<file path="config.mk">
export PLATFORM = sky130hd
export DESIGN_NAME = gpio_function_mux
export DESIGN_NICKNAME = d
export VERILOG_FILES = /design/src/common/gpio_mux_pkg.sv /design/src/logic/gpio_function_mux.sv /design/src/logic/gpio_pin_cell.sv
export SDC_FILE = /design/constraint.sdc
export NUM_CORES = 1
export LEC_CHECK = 0
export BUFFER_PORTS_ARGS = -buffer_cell sky130_fd_sc_hd__buf_2
export CORE_ASPECT_RATIO = 0.6
export CORE_MARGIN = 5
export CORE_UTILIZATION = 30
export CTS_CLUSTER_DIAMETER = 100
export DETAILED_ROUTE_END_ITERATION = 8
export SLEW_MARGIN = 0
export SYNTH_ARGS = -nofsm -noshare
export SYNTH_HDL_FRONTEND = slang
export SYNTH_SLANG_ARGS = --single-unit
</file>
<file path="constraint.sdc">
create_clock -name i_core_clk -period 4.2 [get_ports i_core_clk]
set_clock_uncertainty 0.1 [all_clocks]
set_input_delay 0.84 -clock i_core_clk [delete_from_list [all_inputs] [get_ports i_core_clk]]
set_output_delay 0.84 -clock i_core_clk [all_outputs]
set_load 0.1 [all_outputs]
</file>
<file path="src/common/gpio_mux_pkg.sv">
// Shared types and constants for the general-purpose pin multiplexer.
// Assumes one 40 MHz system clock and an active-low asynchronous reset.
package gpio_mux_pkg;

   // ------------------------------------------------------------
   // Sizes
   // ------------------------------------------------------------
   localparam int NUM_PINS = 9;
   localparam int SEL_W = 2;

   // ------------------------------------------------------------
   // Pin indices
   // ------------------------------------------------------------
   localparam int PIN_SER_IN = 0;
   localparam int PIN_SER_CLK = 1;
   localparam int PIN_SER_OUT = 2;
   localparam int PIN_SEL0 = 3;
   localparam int PIN_SEL1 = 4;
   localparam int PIN_BOOST = 7;
   localparam int PIN_PARK = 8;
   localparam int PIN_STRAP_LO = 1;
   localparam int PIN_STRAP_HI = 2;

   // ------------------------------------------------------------
   // Timing and reset values
   // ------------------------------------------------------------
   localparam int CLK_HZ = 40_000_000;
   localparam int STRAP_SETTLE_NS = 1000;
   localparam int STRAP_SETTLE_CYC = (STRAP_SETTLE_NS * (CLK_HZ / 1_000_000)
      + 999) / 1000;
   localparam logic [5:0] STRAP_CNT_RST = 6'h00;
   localparam logic [2:0] LANES_RST = 3'h1;
   localparam logic [NUM_PINS-1:0] PINS_RST = 9'h000;

   // ------------------------------------------------------------
   // Per-pin mode
   // ------------------------------------------------------------
   typedef enum logic [2:0] {
      MODE_INPUT = 3'b000,
      MODE_OUTPUT = 3'b001,
      MODE_BIDIR = 3'b010,
      MODE_OPEN_DRAIN = 3'b011,
      MODE_ALT = 3'b100
   } pin_mode_t;

   // Alternate function choice, per pin meaning
   typedef enum logic [1:0] {
      ALT_NONE = 2'b00,
      ALT_FIRST = 2'b01,
      ALT_SECOND = 2'b10
   } alt_sel_t;

   typedef struct packed {
      pin_mode_t mode;
      alt_sel_t alt;
      logic out_val;
      logic out_en;
   } pin_cfg_t;

   localparam pin_cfg_t PIN_CFG_RST = '{MODE_INPUT, ALT_NONE, 1'b0, 1'b0};

   // Internal function-side signals that ride the alternate paths
   typedef struct packed {
      logic aux_serial_clock;
      logic aux_serial_out;
      logic aux_serial_select_0_n;
      logic aux_serial_select_1_n;
      logic left_eye;
      logic boost_hold;
   } alt_drive_t;

endpackage : gpio_mux_pkg

</file>
<file path="src/logic/gpio_function_mux.sv">
// General-purpose pins 00..08 multiplexer with boot strap capture.
// Assumes pins are synchronous to the core clock and that the caller
// resolves pad levels from the value and enable outputs.
`timescale 1ns/10ps
`default_nettype none
module gpio_function_mux (
   input wire logic i_core_clk,
   input wire logic i_reset_n,
   input wire gpio_mux_pkg::pin_cfg_t [gpio_mux_pkg::NUM_PINS-1:0] i_pin_cfg,
   input wire logic [gpio_mux_pkg::NUM_PINS-1:0] i_pin_in,
   input wire logic i_aux_serial_clock,
   input wire logic i_aux_serial_out,
   input wire logic i_aux_serial_select_0_n,
   input wire logic i_aux_serial_select_1_n,
   input wire logic i_left_eye,
   input wire logic i_local_brightness_boost_hold,
   output logic [gpio_mux_pkg::NUM_PINS-1:0] o_pin_out,
   output logic [gpio_mux_pkg::NUM_PINS-1:0] o_pin_oe,
   output logic [gpio_mux_pkg::NUM_PINS-1:0] o_pin_read,
   output logic o_aux_serial_in,
   output logic o_micromirror_array_park,
   output logic o_host_projection_on,
   output logic [2:0] o_dsi_lanes,
   output logic o_strap_done
);
   import gpio_mux_pkg::*;

   // ------------------------------------------------------------
   // Alternate function routing
   // ------------------------------------------------------------
   alt_drive_t alt;
   logic [NUM_PINS-1:0] alt_val;
   logic [NUM_PINS-1:0] alt_drv;
   logic strap_done_q;

   assign alt.aux_serial_clock = i_aux_serial_clock;
   assign alt.aux_serial_out = i_aux_serial_out;
   assign alt.aux_serial_select_0_n = i_aux_serial_select_0_n;
   assign alt.aux_serial_select_1_n = i_aux_serial_select_1_n;
   assign alt.left_eye = i_left_eye;
   assign alt.boost_hold = i_local_brightness_boost_hold;

   function automatic logic is_alt(input pin_cfg_t c, input alt_sel_t a);
      is_alt = (c.mode == MODE_ALT) && (c.alt == a);
   endfunction : is_alt

   // Unused mode or alternate codes fall back to a plain input
   function automatic logic cfg_legal(input pin_cfg_t c);
      cfg_legal = (c.mode inside {MODE_INPUT, MODE_OUTPUT, MODE_BIDIR,
         MODE_OPEN_DRAIN, MODE_ALT}) && !(c.mode == MODE_ALT
         && c.alt == 2'h3);
   endfunction : cfg_legal

   // Alternate map (mode ALT):
   //   pin 00 FIRST: serial data in
   //   pin 01 FIRST: serial clock, only after strap capture
   //   pin 02 FIRST: serial data out, only after strap capture
   //   pin 03 FIRST: serial select 0, active low
   //   pin 04 FIRST: glasses shutter; SECOND: serial select 1
   //   pin 07 FIRST: brightness boost sample-hold
   //   pin 08 FIRST: park request in
   //   Any other choice drives nothing

   always_comb begin
      alt_val = '0;
      alt_drv = '0;
      // Serial master; strap pins wait until capture is over
      if (is_alt(i_pin_cfg[PIN_SER_CLK], ALT_FIRST) && strap_done_q) begin
         alt_val[PIN_SER_CLK] = alt.aux_serial_clock;
         alt_drv[PIN_SER_CLK] = 1'b1;
      end
      if (is_alt(i_pin_cfg[PIN_SER_OUT], ALT_FIRST) && strap_done_q) begin
         alt_val[PIN_SER_OUT] = alt.aux_serial_out;
         alt_drv[PIN_SER_OUT] = 1'b1;
      end
      // Selects pass through as given; idle high is the master's job
      if (is_alt(i_pin_cfg[PIN_SEL0], ALT_FIRST)) begin
         alt_val[PIN_SEL0] = alt.aux_serial_select_0_n;
         alt_drv[PIN_SEL0] = 1'b1;
      end
      if (is_alt(i_pin_cfg[PIN_SEL1], ALT_FIRST)) begin
         alt_val[PIN_SEL1] = alt.left_eye;
         alt_drv[PIN_SEL1] = 1'b1;
      end else if (is_alt(i_pin_cfg[PIN_SEL1], ALT_SECOND)) begin
         alt_val[PIN_SEL1] = alt.aux_serial_select_1_n;
         alt_drv[PIN_SEL1] = 1'b1;
      end
      if (is_alt(i_pin_cfg[PIN_BOOST], ALT_FIRST)) begin
         alt_val[PIN_BOOST] = alt.boost_hold;
         alt_drv[PIN_BOOST] = 1'b1;
      end
   end

   // ------------------------------------------------------------
   // Pin cells
   // ------------------------------------------------------------
   pin_cfg_t [NUM_PINS-1:0] cfg_eff;

   generate
      for (genvar p = 0; p < NUM_PINS; p++) begin : g_pin
         // Strap pins stay inputs until the lane count is caught
         if (p == PIN_STRAP_LO || p == PIN_STRAP_HI) begin : g_strap
            assign cfg_eff[p] = (strap_done_q && cfg_legal(i_pin_cfg[p]))
               ? i_pin_cfg[p] : PIN_CFG_RST;
         end else begin : g_plain
            assign cfg_eff[p] = cfg_legal(i_pin_cfg[p]) ? i_pin_cfg[p]
               : PIN_CFG_RST;
         end
         gpio_pin_cell u_cell (
            .i_core_clk(i_core_clk),
            .i_reset_n(i_reset_n),
            .i_cfg(cfg_eff[p]),
            .i_alt_val(alt_val[p]),
            .i_alt_drive(alt_drv[p]),
            .o_val(o_pin_out[p]),
            .o_oe(o_pin_oe[p])
         );
      end
   endgenerate

   // ------------------------------------------------------------
   // Input readback and serial input
   // ------------------------------------------------------------
   always_ff @(posedge i_core_clk or negedge i_reset_n) begin
      if (!i_reset_n) begin
         o_pin_read <= PINS_RST;
      end else begin
         o_pin_read <= i_pin_in;
      end
   end

   // Reads zero unless pin 00 carries the serial input
   always_ff @(posedge i_core_clk or negedge i_reset_n) begin
      if (!i_reset_n) begin
         o_aux_serial_in <= 1'b0;
      end else if (is_alt(i_pin_cfg[PIN_SER_IN], ALT_FIRST)) begin
         o_aux_serial_in <= i_pin_in[PIN_SER_IN];
      end else begin
         o_aux_serial_in <= 1'b0;
      end
   end

   // ------------------------------------------------------------
   // Park request
   // ------------------------------------------------------------
   // Host keeps each level 200 ms, so no filtering here
   always_ff @(posedge i_core_clk or negedge i_reset_n) begin
      if (!i_reset_n) begin
         o_host_projection_on <= 1'b0;
      end else begin
         o_host_projection_on <= i_pin_in[PIN_PARK];
      end
   end

   // Park only; array power is handled outside
   always_ff @(posedge i_core_clk or negedge i_reset_n) begin
      if (!i_reset_n) begin
         o_micromirror_array_park <= 1'b0;
      end else begin
         o_micromirror_array_park <= is_alt(i_pin_cfg[PIN_PARK], ALT_FIRST)
            && !i_pin_in[PIN_PARK];
      end
   end

   // ------------------------------------------------------------
   // Boot strap capture
   // ------------------------------------------------------------
   logic [5:0] strap_cnt_q;
   logic settle_end;

   // Lane count from the two strap levels, high pin first
   function automatic logic [2:0] strap_lanes(input logic hi,
      input logic lo);
      strap_lanes = {1'b0, hi, lo} + 3'h1;
   endfunction : strap_lanes

   assign settle_end = !strap_done_q
      && (strap_cnt_q == 6'(STRAP_SETTLE_CYC - 1));

   // Settle counter freezes once the straps are caught
   always_ff @(posedge i_core_clk or negedge i_reset_n) begin
      if (!i_reset_n) begin
         strap_cnt_q <= STRAP_CNT_RST;
      end else if (!strap_done_q && !settle_end) begin
         strap_cnt_q <= strap_cnt_q + 6'h01;
      end
   end

   // Single capture; later pad activity never moves the lane count
   always_ff @(posedge i_core_clk or negedge i_reset_n) begin
      if (!i_reset_n) begin
         o_dsi_lanes <= LANES_RST;
      end else if (settle_end) begin
         o_dsi_lanes <= strap_lanes(i_pin_in[PIN_STRAP_HI],
            i_pin_in[PIN_STRAP_LO]);
      end
   end

   // Internal copy gates the strap pins, the port copy tells the user
   always_ff @(posedge i_core_clk or negedge i_reset_n) begin
      if (!i_reset_n) begin
         strap_done_q <= 1'b0;
         o_strap_done <= 1'b0;
      end else if (settle_end) begin
         strap_done_q <= 1'b1;
         o_strap_done <= 1'b1;
      end
   end

endmodule : gpio_function_mux
`default_nettype wire

</file>
<file path="src/logic/gpio_pin_cell.sv">
// One pin's output path: mode decode, output and enable registers.
// Assumes config and alternate drive are synchronous to the core clock.
`timescale 1ns/10ps
`default_nettype none
module gpio_pin_cell (
   input wire logic i_core_clk,
   input wire logic i_reset_n,
   input wire gpio_mux_pkg::pin_cfg_t i_cfg,
   input wire logic i_alt_val,
   input wire logic i_alt_drive,
   output logic o_val,
   output logic o_oe
);
   import gpio_mux_pkg::*;

   logic val_d;
   logic oe_d;

   always_comb begin
      val_d = 1'b0;
      oe_d = 1'b0;
      unique case (i_cfg.mode)
         MODE_INPUT: begin
            val_d = 1'b0;
            oe_d = 1'b0;
         end
         MODE_OUTPUT: begin
            val_d = i_cfg.out_val;
            oe_d = 1'b1;
         end
         MODE_BIDIR: begin
            val_d = i_cfg.out_val;
            oe_d = i_cfg.out_en;
         end
         MODE_OPEN_DRAIN: begin
            // Only ever pulls low; the board pull-up gives the high
            val_d = 1'b0;
            oe_d = ~i_cfg.out_val;
         end
         MODE_ALT: begin
            val_d = i_alt_val;
            oe_d = i_alt_drive;
         end
         default: begin
            val_d = 1'b0;
            oe_d = 1'b0;
         end
      endcase
   end

   always_ff @(posedge i_core_clk or negedge i_reset_n) begin
      if (!i_reset_n) begin
         o_val <= 1'b0;
         o_oe <= 1'b0;
      end else begin
         o_val <= val_d;
         o_oe <= oe_d;
      end
   end

endmodule : gpio_pin_cell
`default_nettype wire

</file>
==> impl_metrics.tcl <==
set metrics [dict create \
    die_w_um 110 \
    numPortBuffers 109 \
    antennaDiodeCount 0 \
    vias 1443 \
    die_height_um 70.2 \
    hold_viol 0 \
    drc 0 \
    dp_hpwl_mm 3.26 \
    insertion_delay_ns 0.28 \
    viasPerCell 4.35 \
    hold_buffers 0 \
    syn-cell-area_um2 1810 \
    critPathCaptureType "output pin" \
    synth_top_area_share_pct 52.5 \
    grt_pass1_wl_mm 6.50 \
    ys_seq_elements 39 \
    yosysTopAreaCell "dfrtp_1" \
    hold_depth 2 \
    setup_viol 0 \
    grt_pass1_vias 1506 \
    gp_congestion 0.731 \
    synth.area.top_cells "dfrtp_1 (53%), buf_4 (7.9%), xnor2_1 (4.8%)" \
    drt_first_pass_iters 4 \
    grt_use_total_pct 10.7 \
    syn_nets 237 \
    clock_path_buffers 2 \
    min_period_ns 2.26 \
    p_leak_nw 1.25 \
    core_um2 5700 \
    start_util_pct 31.8 \
    cts_made_buffers 5 \
    crit_type "reg -> out" \
    antenna_found_initial 0 \
    h-tree-depth 2 \
    slew_viol_final 0 \
    ys_seq_area_share_pct 54.0 \
    hp-class "reg -> reg" \
    synth-edff-count 0 \
    max_freq_mhz 443 \
    synth.yosys.warnings 0 \
    critPathRequiredTime_ns 3.26 \
    wire_per_inst_um 12.0 \
    drive_above_1_share_pct 49.6 \
    wirelength_mm 4.00 \
    ioPinCount 114 \
    fillers 545 \
    cts_tree "built" \
    cts_root_buffer "clkbuf_8" \
    crit_chain "buf_2" \
    async_flop_share_pct 100 \
    drtIter0Drc 31 \
    rsz0062_at_grt "no" \
    path_clk_slew_ns 0.07 \
    die_area_um2 7740 \
    p_per_area_nw_per_um2 378 \
    drv_cap 0 \
    ant_nets 0 \
    arrival_ns 1.32 \
    worstSetupPathDepth 1 \
    critPathBufInv 1 \
    avgSynthCellArea_um2 11.7 \
    cts.sinks 39 \
    gr-total-overflow 0 \
    cp_max_fo 11 \
    netlist_instances 155 \
    grt_max_degree 40 \
    slowest_stage "dfrtp_1" \
    ir_drop_mv 0.154 \
    critPathLaunchType "flip-flop" \
    r2r_cells 3 \
    max_slew_margin_pct 42.7 \
    rows 21 \
    tightest_slew_ns 0.860 \
    cts_resized 0 \
    p_total_uw 911 \
    nets 333 \
    slowest_delay_ns 0.54 \
    tns_ns 0 \
    fin_crit_sh_pct 53.8 \
    postCtsSetupBuffers 0 \
    ys_types 38 \
    yosys_most_used_dff "dfrtp_1" \
    status "completed" \
    area_growth_pct 33.0 \
    cp_top_family "flip-flops" \
]
==> layout by cell type (no fill, tap or decap), types with 2 or more instances in the layout <==
cell type | Yosys | layout
a21o_1 | 2 | 2
a21oi_1 | 11 | 11
a311oi_1 | 5 | 5
a31o_2 | 2 | 2
and3b_1 | 3 | 3
buf_2 | 1 | 109
clkbuf_8 | 0 | 7
dfrtp_1 | 38 | 38
ha_1 | 2 | 2
inv_1 | 6 | 6
mux2_2 | 2 | 2
nand2_1 | 7 | 7
nand3_1 | 5 | 5
nand3b_1 | 4 | 4
nand4b_1 | 2 | 2
nor2_1 | 4 | 4
nor3_1 | 3 | 3
nor3b_1 | 4 | 4
nor4b_1 | 3 | 3
o21ai_0 | 3 | 3
xnor2_1 | 10 | 10
xor2_1 | 3 | 3
==> cells in the mapped netlist (all sizes together) (2+ instances only) <==
| master | number |
|---|---|
| nand4b | 2 |
| nor3b | 4 |
| a21oi | 11 |
| a31o | 2 |
| nand3b | 4 |
| nor4b | 3 |
| nand3 | 5 |
| and3b | 3 |
| mux2 | 3 |
| xor2 | 3 |
| xnor2 | 10 |
| dfrtp | 38 |
| inv | 6 |
| a311oi | 5 |
| a21o | 2 |
| o21ai | 4 |
| nor3 | 3 |
| nor2 | 4 |
| nand2 | 7 |
| ha | 2 |
| buf | 20 |
==> kinds of logic after synthesis <==
logic type               synth area share (%)
AND/OR/NAND/NOR                          14.7
multiplexers                             2.63
flip-flops                               54.0
AO/OA/AOI/OAI                            11.7
buffers and inverters                    9.40
adder cells (fa/ha/maj)                  1.38
XOR/XNOR                                 6.29
==> cell type report <==
class,instances,area (um^2),area share [%]
Multi-Input combinational cell,90,663,27.5
Timing Repair Buffer,109,546,22.6
Inverter,6,22.5,0.935
Clock buffer,8,100,4.16
Tap cell,80,100,4.16
Sequential cell,39,977,40.6
==> sequential cells by signal, indices dropped and copies added, names as in the netlist, 3 cells and up <==
name	flops
g_pin.u_cell.o_oe	9
g_pin.u_cell.o_val	9
o_pin_read	8
o_dsi_lanes	3
strap_cnt_q	6
==> stage by stage <==
step / worst slack (ns) / hold WS (ns) / utilization [%] / cell area, um^2 / instances
global placement: 2.24 / 0.356 / 40.5 / 2310 / 324
CTS: 1.91 / 0.375 / 42.2 / 2410 / 332
floorplan: 1.94 / 0.359 / - / 1810 / 155
global route: 1.86 / 0.402 / 42.2 / 2410 / 332
finish: 1.94 / 0.369 / 42.2 / 2410 / 332
detailed placement: 2.24 / 0.363 / 40.5 / 2310 / 324
==> power by group <==
part	switching (mW)	total, mW	leakage, nW	internal (mW)
sequential	0.00439	0.398	0.475	0.393
clock	0.122	0.272	0.0515	0.150
combinational	0.185	0.242	0.720	0.0569
total	0.312	0.911	1.25	0.600
==> routing by layer <==
metal  vias up  global-route usage [%]  routed length, um  part of all wire [%]
li1        728                       -                  -                     -
met1       647                    12.2               1640                    41
met2        63                    16.3               1710                    43
met3         5                    6.54                602                    15
met4         0                    3.69                 40                   1.0
met5         -                       0                  0                     0
==> worst paths after layout <==
check                                           start                         endpoint  slack, ns
max in group asynchronous                   i_reset_n  g_pin[8].u_cell.o_val$_DFF_PN0_       2.89
max                          strap_done_q$_DFFE_PN0P_                     o_strap_done       1.94
max reg2reg                strap_cnt_q[3]$_DFFE_PN0P_       o_dsi_lanes[1]$_DFFE_PN0P_       2.63
min reg2reg                o_dsi_lanes[0]$_DFFE_PN1P_       o_dsi_lanes[0]$_DFFE_PN1P_       0.37
min                        o_dsi_lanes[0]$_DFFE_PN1P_       o_dsi_lanes[0]$_DFFE_PN1P_       0.37
min in group asynchronous                   i_reset_n       strap_cnt_q[5]$_DFFE_PN0P_       0.56
Note: power is estimated with default switching activity, not from simulation.
